<file path="config.mk">
export PLATFORM = sky130hd
export DESIGN_NAME = dtwt_top
export DESIGN_NICKNAME = d
export VERILOG_FILES = /design/src/rtl/dtwt_pkg.sv /design/src/rtl/dtwt_tick_if.sv /design/src/rtl/dtwt_step_gen.sv /design/src/rtl/dtwt_top.sv
export VERILOG_INCLUDE_DIRS = /design/src /design/src/rtl
export SDC_FILE = /design/constraint.sdc
export NUM_CORES = 1
export LEC_CHECK = 0
export ABC_AREA = 1
export BUFFER_PORTS_ARGS = -buffer_cell sky130_fd_sc_hd__buf_2
export CORE_ASPECT_RATIO = 1.75
export CORE_MARGIN = 4
export CORE_UTILIZATION = 61
export CTS_CLUSTER_DIAMETER = 60
export DETAILED_ROUTE_END_ITERATION = 7
export GPL_ROUTABILITY_DRIVEN = 1
export GPL_TIMING_DRIVEN = 0
export PLACE_DENSITY = 0.81
export RECOVER_POWER = 25
export SLEW_MARGIN = 20
export SYNTH_ARGS = -nofsm -noshare
export SYNTH_HDL_FRONTEND = slang
export SYNTH_SLANG_ARGS = --single-unit
</file>
<file path="constraint.sdc">
create_clock -name sys_clk -period 4.5 [get_ports sys_clk]
set_clock_uncertainty 0.05 [all_clocks]
set_input_delay 0.9 -clock sys_clk [delete_from_list [all_inputs] [get_ports sys_clk]]
set_output_delay 0.9 -clock sys_clk [all_outputs]
set_load 0.005 [all_outputs]
</file>
<file path="src/rtl/dtwt_defines.svh">
// Offsets, reset values and timing figures of the double tap window timer.
`ifndef DTWT_DEFINES_SVH
`define DTWT_DEFINES_SVH
// Register offsets on the serial register interface.
`define DTWT_OFS_TIME_LIMIT   8'h26
`define DTWT_OFS_LATENCY      8'h27
`define DTWT_OFS_WINDOW       8'h28
// Reset values of the settings.
`define DTWT_RST_SETTING      8'h00
// Longest programmable count.
`define DTWT_MAX_COUNT        8'hFF
// Base tick of the sample engine, 800 Hz, in microseconds and in clock cycles.
`define DTWT_BASE_TICK_US     1250
`define DTWT_CLK_MHZ          125
`define DTWT_BASE_TICK_CYC    (`DTWT_BASE_TICK_US * `DTWT_CLK_MHZ)
// Largest step multiple without hybrid mode, 1280 ms over 1.25 ms.
`define DTWT_MAX_MULT         1024
`endif

</file>
<file path="src/rtl/dtwt_pkg.sv">
// Types shared by the double tap window timer.
package dtwt_pkg;
  // Output data rate code, 800 Hz down to 1.56 Hz.
  typedef enum logic [2:0] {
    DTWT_ODR_800  = 3'h0,
    DTWT_ODR_400  = 3'h1,
    DTWT_ODR_200  = 3'h2,
    DTWT_ODR_100  = 3'h3,
    DTWT_ODR_50   = 3'h4,
    DTWT_ODR_12P5 = 3'h5,
    DTWT_ODR_6P25 = 3'h6,
    DTWT_ODR_1P56 = 3'h7
  } dtwt_odr_t;
  // Power mode.
  typedef enum logic [1:0] {
    DTWT_PM_NORMAL = 2'h0,
    DTWT_PM_LOW_POWER_LOW_NOISE_MODE   = 2'h1,
    DTWT_PM_HIRES  = 2'h2,
    DTWT_PM_LOWPWR = 2'h3
  } dtwt_pm_t;
  // Detector phases.
  typedef enum logic [2:0] {
    DTWT_ST_IDLE    = 3'h0,
    DTWT_ST_FIRST   = 3'h1,
    DTWT_ST_LATENCY = 3'h2,
    DTWT_ST_WINDOW  = 3'h3,
    DTWT_ST_SECOND  = 3'h4
  } dtwt_state_t;
endpackage

</file>
<file path="src/rtl/dtwt_tick_if.sv">
// Tick strobes passed from the step generator to the detector.
`timescale 1ns/1ps
interface dtwt_tick_if;
  logic lim_tick;  // One step of the time limit counter.
  logic lat_tick;  // One step of the latency counter.
  logic win_tick;  // One step of the window counter.
  modport gen (output lim_tick, output lat_tick, output win_tick);
  modport use_ (input lim_tick, input lat_tick, input win_tick);
endinterface

</file>
<file path="src/rtl/dtwt_step_gen.sv">
// Step generator: base tick divider and per-setting step strobes.
`timescale 1ns/1ps
`include "dtwt_defines.svh"
module dtwt_step_gen import dtwt_pkg::*; #(
  parameter int unsigned BASE_CYC = `DTWT_BASE_TICK_CYC
) (
  // Clock and reset.
  input  wire logic       sys_clk,
  input  wire logic       resetn,
  // Rate settings.
  input  wire dtwt_odr_t  odr,
  input  wire dtwt_pm_t   pmode,
  input  wire logic       lowpass_filter_on,
  input  wire logic       hybrid_mode,
  // Step strobes.
  dtwt_tick_if.gen        tk
);
  // All state in one record.
  typedef struct packed {
    logic [23:0] base_cnt;  // Cycles inside one base tick.
    logic [10:0] step_cnt;  // Base ticks since step zero.
  } dtwt_gen_t;
  dtwt_gen_t s_q, s_d;
  logic      base_tick;  // One pulse per 1.25 ms.

  // Step multiple in base ticks for the window and latency tables. The slow
  // rates are not one octave apart, so each rate code first maps to its
  // doubling level below 800 Hz: 12.5 Hz is six octaves down, 1.56 Hz nine.
  function automatic logic [11:0] dtwt_mult(input dtwt_odr_t o, input dtwt_pm_t p,
                                            input logic lpf, input logic hyb);
    logic [11:0] m;
    logic [3:0]  r;
    case (o)
      DTWT_ODR_12P5: begin
        r = 4'h6;
      end
      DTWT_ODR_6P25: begin
        r = 4'h7;
      end
      DTWT_ODR_1P56: begin
        r = 4'h9;
      end
      default: begin
        r = {1'b0, o};
      end
    endcase
    // High resolution stops slowing at 400 Hz, normal mode at 50 Hz.
    if (p == DTWT_PM_HIRES) begin
      r = (r > 4'h1) ? 4'h1 : r;
    end else if (p == DTWT_PM_NORMAL) begin
      r = (r > 4'h4) ? 4'h4 : r;
    end
    if (lpf) begin
      m = 12'h002 << r;
    end else if (p == DTWT_PM_LOWPWR) begin
      m = 12'h001 << r;
    end else begin
      m = (r == 4'h0) ? 12'h001 : (12'h001 << (r - 4'h1));
    end
    // Hybrid mode halves the rate, so every step doubles.
    if (hyb) begin
      m = m << 1;
    end
    return m;
  endfunction

  logic [11:0] win_mult;  // Window and latency step in base ticks, up to 2048.
  logic [11:0] lim_mult;  // Time limit step in base ticks.
  assign win_mult = dtwt_mult(odr, pmode, lowpass_filter_on, hybrid_mode);
  // Time limit steps are half the window steps; below 1.25 ms one base tick is used.
  assign lim_mult = (win_mult > 12'h001) ? (win_mult >> 1) : 12'h001;
  assign base_tick = (s_q.base_cnt == 24'(BASE_CYC - 1));

  // Divider and step counter update.
  always_comb begin
    s_d = s_q;
    if (base_tick) begin
      s_d.base_cnt = 24'h000000;
      s_d.step_cnt = (s_q.step_cnt == 11'(`DTWT_MAX_MULT * 2 - 1)) ? 11'h000
                                                                    : s_q.step_cnt + 11'h001;
    end else begin
      s_d.base_cnt = s_q.base_cnt + 24'h000001;
    end
  end

  // Registered state, synchronous reset.
  always_ff @(posedge sys_clk) begin
    if (!resetn) begin
      s_q <= '0;
    end else begin
      s_q <= s_d;
    end
  end

  // Strobes fire when the step counter is a multiple of the step.
  // The step counter wraps at 2048, so even the longest hybrid step fires once per wrap.
  assign tk.win_tick = base_tick
                       && ((s_q.step_cnt & 11'(win_mult - 12'h001)) == 11'h000);
  assign tk.lat_tick = tk.win_tick;
  assign tk.lim_tick = base_tick
                       && ((s_q.step_cnt & 11'(lim_mult - 12'h001)) == 11'h000);
endmodule

</file>
<file path="src/rtl/dtwt_top.sv">
// Double tap window timer: settings registers, latency and window sequencing.
//
// Function
// - Second pulse start must fall inside window.
// - Second pulse width below time limit.
// - Second pulse may end after window.
// - Window step by rate; max 255 steps.
// - Hybrid mode doubles every window step.
// - Filter-on step table per rate, mode.
// - Filter-off step table per rate, mode.
// - Ignore new starts during latency after first.
// - Valid pulse falls back within time limit.
`timescale 1ns/1ps
`include "dtwt_defines.svh"
module dtwt_top import dtwt_pkg::*; #(
  parameter int unsigned BASE_CYC = `DTWT_BASE_TICK_CYC
) (
  // Clock and reset.
  input  wire logic       sys_clk,
  input  wire logic       resetn,
  // Register interface write and read.
  input  wire logic       reg_wr,
  input  wire logic       reg_rd,
  input  wire logic [7:0] reg_addr,
  input  wire logic [7:0] reg_wdata,
  output logic      [7:0] reg_rdata,
  // Rate settings from the primary control register and mode logic.
  input  wire dtwt_odr_t  odr,
  input  wire dtwt_pm_t   pmode,
  input  wire logic       lowpass_filter_on,
  input  wire logic       hybrid_mode,
  // Detector configuration and threshold crossing level.
  input  wire logic       double_enable,
  input  wire logic       above_threshold,
  // Results.
  output logic            single_pulse,
  output logic            double_pulse,
  output logic            window_expired,
  output logic            latency_end,
  output logic            window_open
);
  // Step strobes from the generator.
  dtwt_tick_if tk ();

  // Step strobe generator.
  dtwt_step_gen #(
    .BASE_CYC (BASE_CYC)
  ) u_gen (
    .sys_clk           (sys_clk),
    .resetn            (resetn),
    .odr               (odr),
    .pmode             (pmode),
    .lowpass_filter_on (lowpass_filter_on),
    .hybrid_mode       (hybrid_mode),
    .tk                (tk)
  );

  // All state in one record.
  typedef struct packed {
    logic [7:0]  time_limit;  // Pulse time limit setting.
    logic [7:0]  latency;     // Latency setting.
    logic [7:0]  window;      // Second pulse window setting.
    dtwt_state_t st;          // Detector phase.
    logic [7:0]  cnt;         // Shared phase counter.
    logic        above_q;     // Previous threshold level.
    logic        single_p;    // Single pulse result pulse.
    logic        double_p;    // Double pulse result pulse.
    logic        expired_p;   // Window expired pulse.
    logic        lat_end_p;   // Latency end pulse.
    logic [7:0]  rdata;       // Read data.
  } dtwt_top_t;
  dtwt_top_t s_q, s_d;
  logic rise;  // Acceleration crosses above the threshold.
  logic fall;  // Acceleration drops back below it.

  // Edges of the threshold level against the previous cycle.
  assign rise = above_threshold && !s_q.above_q;
  assign fall = !above_threshold && s_q.above_q;

  // Next state: register access and the pulse sequence.
  always_comb begin
    s_d = s_q;
    s_d.above_q   = above_threshold;
    s_d.single_p  = 1'b0;
    s_d.double_p  = 1'b0;
    s_d.expired_p = 1'b0;
    s_d.lat_end_p = 1'b0;
    // Writes store the settings.
    if (reg_wr) begin
      case (reg_addr)
        `DTWT_OFS_TIME_LIMIT: begin
          s_d.time_limit = reg_wdata;
        end
        `DTWT_OFS_LATENCY: begin
          s_d.latency = reg_wdata;
        end
        `DTWT_OFS_WINDOW: begin
          s_d.window = reg_wdata;
        end
        default: begin
          // Writes to unmapped offsets are ignored.
        end
      endcase
    end
    // Reads return the setting or, at unmapped offsets, zero.
    // The read data then holds until the next read.
    if (reg_rd) begin
      case (reg_addr)
        `DTWT_OFS_TIME_LIMIT: s_d.rdata = s_q.time_limit;
        `DTWT_OFS_LATENCY:    s_d.rdata = s_q.latency;
        `DTWT_OFS_WINDOW:     s_d.rdata = s_q.window;
        default:              s_d.rdata = 8'h00;
      endcase
    end
    // Pulse sequence.
    case (s_q.st)
      DTWT_ST_IDLE: begin
        // Waiting for a first crossing.
        if (rise) begin
          // A crossing starts the first pulse and its width count.
          s_d.st  = DTWT_ST_FIRST;
          s_d.cnt = 8'h00;
        end
      end
      DTWT_ST_FIRST: begin
        // First pulse must fall back before the limit elapses.
        if (fall) begin
          // Fell back in time: a valid first pulse.
          s_d.single_p = 1'b1;
          s_d.cnt      = 8'h00;
          s_d.st       = double_enable ? DTWT_ST_LATENCY : DTWT_ST_IDLE;
        end else if (tk.lim_tick) begin
          if (s_q.cnt >= s_q.time_limit) begin
            // Too wide: the sequence is dropped without a result.
            s_d.st = DTWT_ST_IDLE;
          end else begin
            // One more limit step spent above the threshold.
            s_d.cnt = s_q.cnt + 8'h01;
          end
        end
      end
      DTWT_ST_LATENCY: begin
        // New starts are ignored here.
        if (tk.lat_tick) begin
          if (s_q.cnt >= s_q.latency) begin
            // Latency over: the window opens with a cleared count.
            s_d.st        = DTWT_ST_WINDOW;
            s_d.cnt       = 8'h00;
            s_d.lat_end_p = 1'b1;
          end else begin
            // Still inside the latency interval.
            s_d.cnt = s_q.cnt + 8'h01;
          end
        end
      end
      DTWT_ST_WINDOW: begin
        // Second start must come before the window count is reached.
        if (rise) begin
          // Start seen in time; from here only its width counts.
          s_d.st  = DTWT_ST_SECOND;
          s_d.cnt = 8'h00;
        end else if (tk.win_tick) begin
          if (s_q.cnt >= s_q.window) begin
            // Window used up with no second start.
            s_d.st        = DTWT_ST_IDLE;
            s_d.expired_p = 1'b1;
          end else begin
            // One more window step without a start.
            s_d.cnt = s_q.cnt + 8'h01;
          end
        end
      end
      DTWT_ST_SECOND: begin
        // Window no longer matters; only the width limit does.
        if (fall) begin
          // A double result needs double detection still configured.
          s_d.double_p = double_enable;
          s_d.st       = DTWT_ST_IDLE;
        end else if (tk.lim_tick) begin
          if (s_q.cnt >= s_q.time_limit) begin
            // Second pulse too wide: no double result.
            s_d.st = DTWT_ST_IDLE;
          end else begin
            // One more limit step of the second pulse.
            s_d.cnt = s_q.cnt + 8'h01;
          end
        end
      end
      default: begin
        // Unused phase codes fall back to idle.
        s_d.st = DTWT_ST_IDLE;
      end
    endcase
    // Without double detection nothing goes past the first pulse.
    if (!double_enable && s_q.st != DTWT_ST_FIRST) begin
      s_d.st = (s_d.st == DTWT_ST_FIRST) ? DTWT_ST_FIRST : DTWT_ST_IDLE;
    end
  end

  // Registered state, synchronous reset.
  always_ff @(posedge sys_clk) begin
    if (!resetn) begin
      // Settings, phase and result pulses restart from their reset values.
      s_q            <= '0;
      s_q.time_limit <= `DTWT_RST_SETTING;
      s_q.latency    <= `DTWT_RST_SETTING;
      s_q.window     <= `DTWT_RST_SETTING;
      s_q.st         <= DTWT_ST_IDLE;
    end else begin
      s_q <= s_d;
    end
  end

  // Outputs come from flip-flops.
  assign reg_rdata      = s_q.rdata;
  assign single_pulse   = s_q.single_p;
  assign double_pulse   = s_q.double_p;
  assign window_expired = s_q.expired_p;
  assign latency_end    = s_q.lat_end_p;
  // The window level is decoded from the phase register.
  assign window_open    = (s_q.st == DTWT_ST_WINDOW);
endmodule

</file>
==> flow_summary_export.csv, run 1 <==
group,metric,value,unit
status,outcome,"completed",
global_routing,overflow,0,
floorplanning,die_w,80.4,µm
floorplanning,pin_count,42,
global_routing,antenna_found_initial,0,
yosys,async_reset_ff_frac,0,
sta,rsz0062_at_grt,"no",
critical_path,reg2regPathDepth,14,
critical_path,crit_path_max_incr_delay,0.32,ns
power_and_ir_drop,total_power,1.65,mW
min_path,holdPathStages,2,
placement,port_buffers,38,
critical_path,crit_cells,29,
critical_path,r2r_start,"s_q[13]",
route,antenna_left,0,
finish,fill_cells,796,
min_path,min-delay-start,"reg_rdata[3]",
critical_path,cp-end-kind,"register",
finish,drive_gt1_frac,0.121,
route,firstDrtPassIters,7,
critical_path,crit_fanout,8,
cts,htreeDepth,3,
critical_path,worst_path_max_delay_cell,"ha_2",
finish,fin_cells,1029,
cts,hold_buffers,0,
yosys,synth.most_common_cell,"nand2_1",
sta,worst_pin_slew,0.612,ns
sta,finalSetupViolations,0,
cts,cts-root-buf,"clkbuf_16",
placement,place_inst,1010,
finish,postLayoutCoreUtil,0.692,
sta,post-route-period-util,0.916,
cts,cts_tree,"yes",
finish,layout.nets,964,
floorplanning,initial_core_util,0.620,
floorplanning,die-area,10800,µm²
yosys,ys_ff_latch,83,
critical_path,cp.arrival,4.26,ns
route,num_vias,5842,
yosys,synth_area_per_cell,6.57,µm²
cts,clk-insertion-delay-late,0.34,ns
power_and_ir_drop,p_per_area,263,nW/µm²
critical_path,crit_type,"input pin to register",
cts,clk_pin_slew,0.07,ns
global_routing,grt_pass1_wl,23800,µm
sta,fmax,0.243,GHz
route,routed_wl,14800,µm
route,routedWlPerCell,14.4,µm
yosys,yosys_warnings,0,
critical_path,crit_top_cell,"nand2_1",
sta,period_needed,4.12,ns
route,via_per_inst,5.68,
route,drt_iter0_markers,322,
yosys,synth_cells,852,
yosys,synth_top_area_cell,"dfxtp_1",
floorplanning,core_area,9040,µm²
power_and_ir_drop,p_leak,2.65,nW
yosys,synth_common_cells,"nand2_1, inv_1, nor2_1, dfxtp_1, nand3_1",
yosys,synth.distinct_cells,43,
global_routing,first_global_vias,5616,
critical_path,path_buf_inv,5,
yosys,ys_top_cells_by_area,"dfxtp_1, nand2_1, inv_1",
yosys,syn-cell-area,5600,µm²
route,drc_errors,0,
critical_path,cp.required,4.64,ns
finish,insertedDiodeCount,0,
global_routing,track_usage,0.274,
floorplanning,fp.dieH,135,µm
global_routing,grt_max_degree,17,
sta,timing.hold.ws,0.413,ns
critical_path,crit_family,"simple AND/OR/NAND/NOR gates",
yosys,yosysSeqAreaShare,0.297,
cts,numCtsBuffers,9,
power_and_ir_drop,ir_worst_vdd,0.211,mV
yosys,synth_edf_count,0,
floorplanning,rows,46,
cts,cts_buffer_depth,2,
run,cap_violations,0,
critical_path,startpoint_type,"input pin",
sta,layout_setup_ws,0.379,ns
placement,dp_slack,-0.128,ns
yosys,syn-num-nets,912,
placement,dp_hpwl,11600,µm
yosys,synth_top_flop_cell,"dfxtp_1",
min_path,hp-class,"register to register",
placement,gp_congestion,0.913,
finish,syn_to_final_growth,11.7,%
cts,cts_sinks,83,
sta,drv_slew,0,
sta,hold_viol_final,0,
yosys,yosys.area.top_type_share,0.297,
critical_path,crit_start,"pmode[0]",
sta,slew-limit-headroom,0.592,
tightest hold or removal path: stages, from the launching register on:
cell and delay [ns]:
dfxtp_1 0.31, nand2_1 0.06, a21oi_1 0.05
registers in the layout, summed over array words and instances (netlist names):
| name | count |
|---|---|
| s_q | 36 |
| u_gen.s_q | 35 |
| reg_rdata | 8 |
| double_pulse | 1 |
| latency_end | 1 |
| single_pulse | 1 |
| window_expired | 1 |
path summary, 6_finish.rpt:
check | end | slack, ns
max | s_q[15] | 0.38
max reg2reg | s_q[15] | 1.69
min reg2reg | reg_rdata[3] | 0.41
min | reg_rdata[3] | 0.41
per-layer routing:
layer | wire (µm) | up-vias | GRT usage | share of wire
met2 | 8230 | 193 | 0.534 | 0.56
li1 | - | 2916 | - | -
met1 | 5250 | 2670 | 0.260 | 0.35
met3 | 566 | 63 | 0.0381 | 0.038
met5 | 0 | - | 0 | 0
met4 | 741 | 0 | 0.163 | 0.050
what timing repair did:
| item | in CTS | in global routing |
|---|---|---|
| setup buffers | 0 | 3 |
| gates resized for setup | 0 | 3 |
| endpoints found under the setup margin | 0 | 10 |
stage by stage:
stage	setup TNS, ns	instance area, µm²
after floorplan	0	5600
after global placement	0	5940
after detailed placement	-0.888	5940
after CTS	0	6220
after global routing	0	6250
final	0	6250
power by group:
part	switching (mW)	internal, mW
logic	0.140	0.0645
registers	0.00323	0.739
clock network	0.319	0.382
total	0.462	1.19
cell families after synthesis:
kind of cell             after synthesis  synth area share
AO/OA/AOI/OAI                        134             0.138
XOR/XNOR                               8            0.0125
adder cells (fa/ha/maj)               31            0.0693
buffers and inverters                154             0.109
flip-flops                            83             0.297
multiplexers                           1           0.00179
AND/OR/NAND/NOR                      441             0.373
layout make-up:
class                           count  area, µm²  area share
Buffer                             24        124      0.0198
Clock buffer                        9        225      0.0360
Clock inverter                      7       58.8     0.00940
Inverter                          130        492      0.0786
Multi-Input combinational cell    615       3340       0.533
Sequential cell                    83       1660       0.266
Tap cell                          120        150      0.0240
Timing Repair Buffer               41        208      0.0332
layout by cell type (no fill, tap or decap), drive strengths merged, types with 22 or more instances in the layout:
master,count
nand4,22
inv,131
ha,31
buf,44
nor2,107
o21ai,37
dfxtp,83
a21oi,60
nand2,185
nor3,24
nand3,74
clkbuf,30
Note: power is estimated with default switching activity, not from simulation.
==> run 2, diff against run 1 <==
- CAP_MARGIN: not set -> 5
- CELL_PAD_IN_SITES_DETAIL_PLACEMENT: not set -> 0
- CELL_PAD_IN_SITES_GLOBAL_PLACEMENT: not set -> 2
- CORE_UTILIZATION: 61 -> 34
- PLACE_DENSITY: 0.81 -> not set
- PLACE_DENSITY_LB_ADDON: not set -> 0.1
==> run 2 against run 1 <==
  * Die area is 72% higher
  * Non-clock buffer count unchanged
  * Worst setup slack better by 0.055 ns
  * First-iteration DRC count decreased by 40%
  * Critical path depth decreased by 1
  * Register-to-register slack got worse by 0.08 ns
  * Sequential power is essentially flat
  * Sequential share of layout area fell by 0.46 points
  * Cell count rose by 6.7%
  * Utilization decreased by 30 points
  * Combinational power is 2% higher
  * Critical path type unchanged
==> flow_summary_export.csv, run 2 (synthesized netlist as in run 1, its figures left out) <==
group,metric,value,unit
route,antenna_left,0,
route,via_per_inst,5.11,
min_path,holdPathStages,2,
global_routing,antenna_found_initial,0,
finish,insertedDiodeCount,0,
sta,drv_slew,0,
sta,post-route-period-util,0.904,
route,routedWlPerCell,15.0,µm
cts,cts-root-buf,"clkbuf_16",
floorplanning,die_w,105,µm
cts,numCtsBuffers,9,
global_routing,grt_pass1_wl,26500,µm
sta,timing.hold.ws,0.413,ns
route,drc_errors,0,
sta,hold_viol_final,0,
global_routing,overflow,0,
cts,hold_buffers,0,
critical_path,startpoint_type,"input pin",
status,outcome,"completed",
run,cap_violations,0,
route,routed_wl,16500,µm
placement,gp_congestion,0.827,
route,drt_iter0_markers,194,
cts,htreeDepth,3,
placement,dp_slack,-0.239,ns
power_and_ir_drop,p_per_area,273,nW/µm²
power_and_ir_drop,total_power,1.74,mW
critical_path,crit_type,"input pin to register",
placement,place_inst,1079,
route,num_vias,5612,
global_routing,use_met3,0.0207,
cts,cts_tree,"yes",
power_and_ir_drop,p_leak,2.66,nW
finish,syn_to_final_growth,13.7,%
global_routing,first_global_vias,5581,
floorplanning,core_area,16000,µm²
critical_path,cp.arrival,4.22,ns
sta,layout_setup_ws,0.434,ns
finish,final_cell_mix,"nand2_1, inv_1, nor2_1",
critical_path,reg2regPathDepth,15,
cts,clk-insertion-delay-late,0.34,ns
global_routing,grt-busiest-layer,"met2",
finish,top_register,"s_q",
placement,dp_hpwl,13300,µm
critical_path,crit_fanout,8,
finish,largest_reg_flops,36,
critical_path,cp-end-kind,"register",
global_routing,track_usage,0.177,
sta,rsz0062_at_grt,"no",
floorplanning,die-area,18700,µm²
sta,slew-limit-headroom,0.511,
cts,clk_pin_slew,0.07,ns
cts,cts_buffer_depth,2,
sta,worst_pin_slew,0.733,ns
sta,fmax,0.246,GHz
floorplanning,pin_count,42,
global_routing,grt_util_met1,0.170,
global_routing,use_met2,0.369,
sta,finalSetupViolations,0,
finish,layout.nets,964,
floorplanning,initial_core_util,0.349,
sta,period_needed,4.07,ns
critical_path,ff2ff_setup_slack,1.61,ns
finish,drive_gt1_frac,0.120,
floorplanning,rows,61,
placement,port_buffers,38,
route,firstDrtPassIters,6,
finish,fill_cells,1799,
min_path,hp-class,"register to register",
critical_path,cp.required,4.66,ns
global_routing,grt_max_degree,16,
cts,cts_sinks,83,
finish,mostFrequentLayoutCell,"nand2_1",
floorplanning,fp.dieH,178,µm
power_and_ir_drop,ir_worst_vdd,0.148,mV
finish,fin_cells,1098,
-- run 2: final timing paths --
check,end,start
min reg2reg,reg_rdata[4],reg_rdata[4]
max,s_q[17],pmode[0]
min,reg_rdata[4],reg_rdata[4]
max reg2reg,u_gen.s_q[34],u_gen.s_q[11]
-- run 2: power breakdown --
part	switching [mW]	leakage [nW]	internal, mW
clock network	0.333	0.151	0.453
logic	0.145	1.84	0.0650
registers	0.00292	0.669	0.738
-- run 2: metrics by stage --
stage               utilization  instance area (µm²)  setup TNS (ns)
global placement          0.376                 6030           -2.01
floorplan                     -                 5600               0
finish                    0.397                 6370               0
global route              0.397                 6370               0
detailed placement        0.376                 6030           -1.97
CTS                       0.395                 6340               0
-- run 2: metal layers --
metal	vias up	share of wire	wire length (µm)
met5	-	0	0
met4	0	0.031	504
met3	38	0.019	314
met2	77	0.57	9440
met1	2585	0.38	6200
li1	2912	-	-
-- run 2: layout make-up --
type / instances / area, µm² / area share
Buffer: 24 / 124 / 0.0195
Clock buffer: 10 / 239 / 0.0375
Clock inverter: 6 / 71.3 / 0.0112
Inverter: 130 / 492 / 0.0772
Multi-Input combinational cell: 615 / 3340 / 0.524
Sequential cell: 83 / 1660 / 0.261
Tap cell: 189 / 236 / 0.0371
Timing Repair Buffer: 41 / 206 / 0.0324
-- run 2: critical path: stages --
cell        delay, ns
buf_2            0.14
nand2_2          0.19
clkinvlp_4       0.21
buf_4            0.18
nand4_1          0.10
nand3_2          0.11
a31oi_2          0.22
ha_2             0.30
nor2_1           0.08
nor2_1           0.10
nand3_1          0.08
nand2_2          0.10
inv_2            0.06
ha_1             0.26
inv_1            0.07
nand2_1          0.05
nand3_1          0.08
nand2_1          0.05
inv_1            0.06
nand2_1          0.05
nor2_1           0.10
nand4_1          0.11
nor2_2           0.15
nand3_1          0.12
nand2_2          0.12
nand2_4          0.08
nand2_1          0.08
a21oi_1          0.06
-- run 2: what timing repair did --
item	4_1_cts	5_1_grt
gates resized for setup	0	3
setup buffers	0	3
endpoints found under the hold margin	0	0
endpoints found under the setup margin	0	10
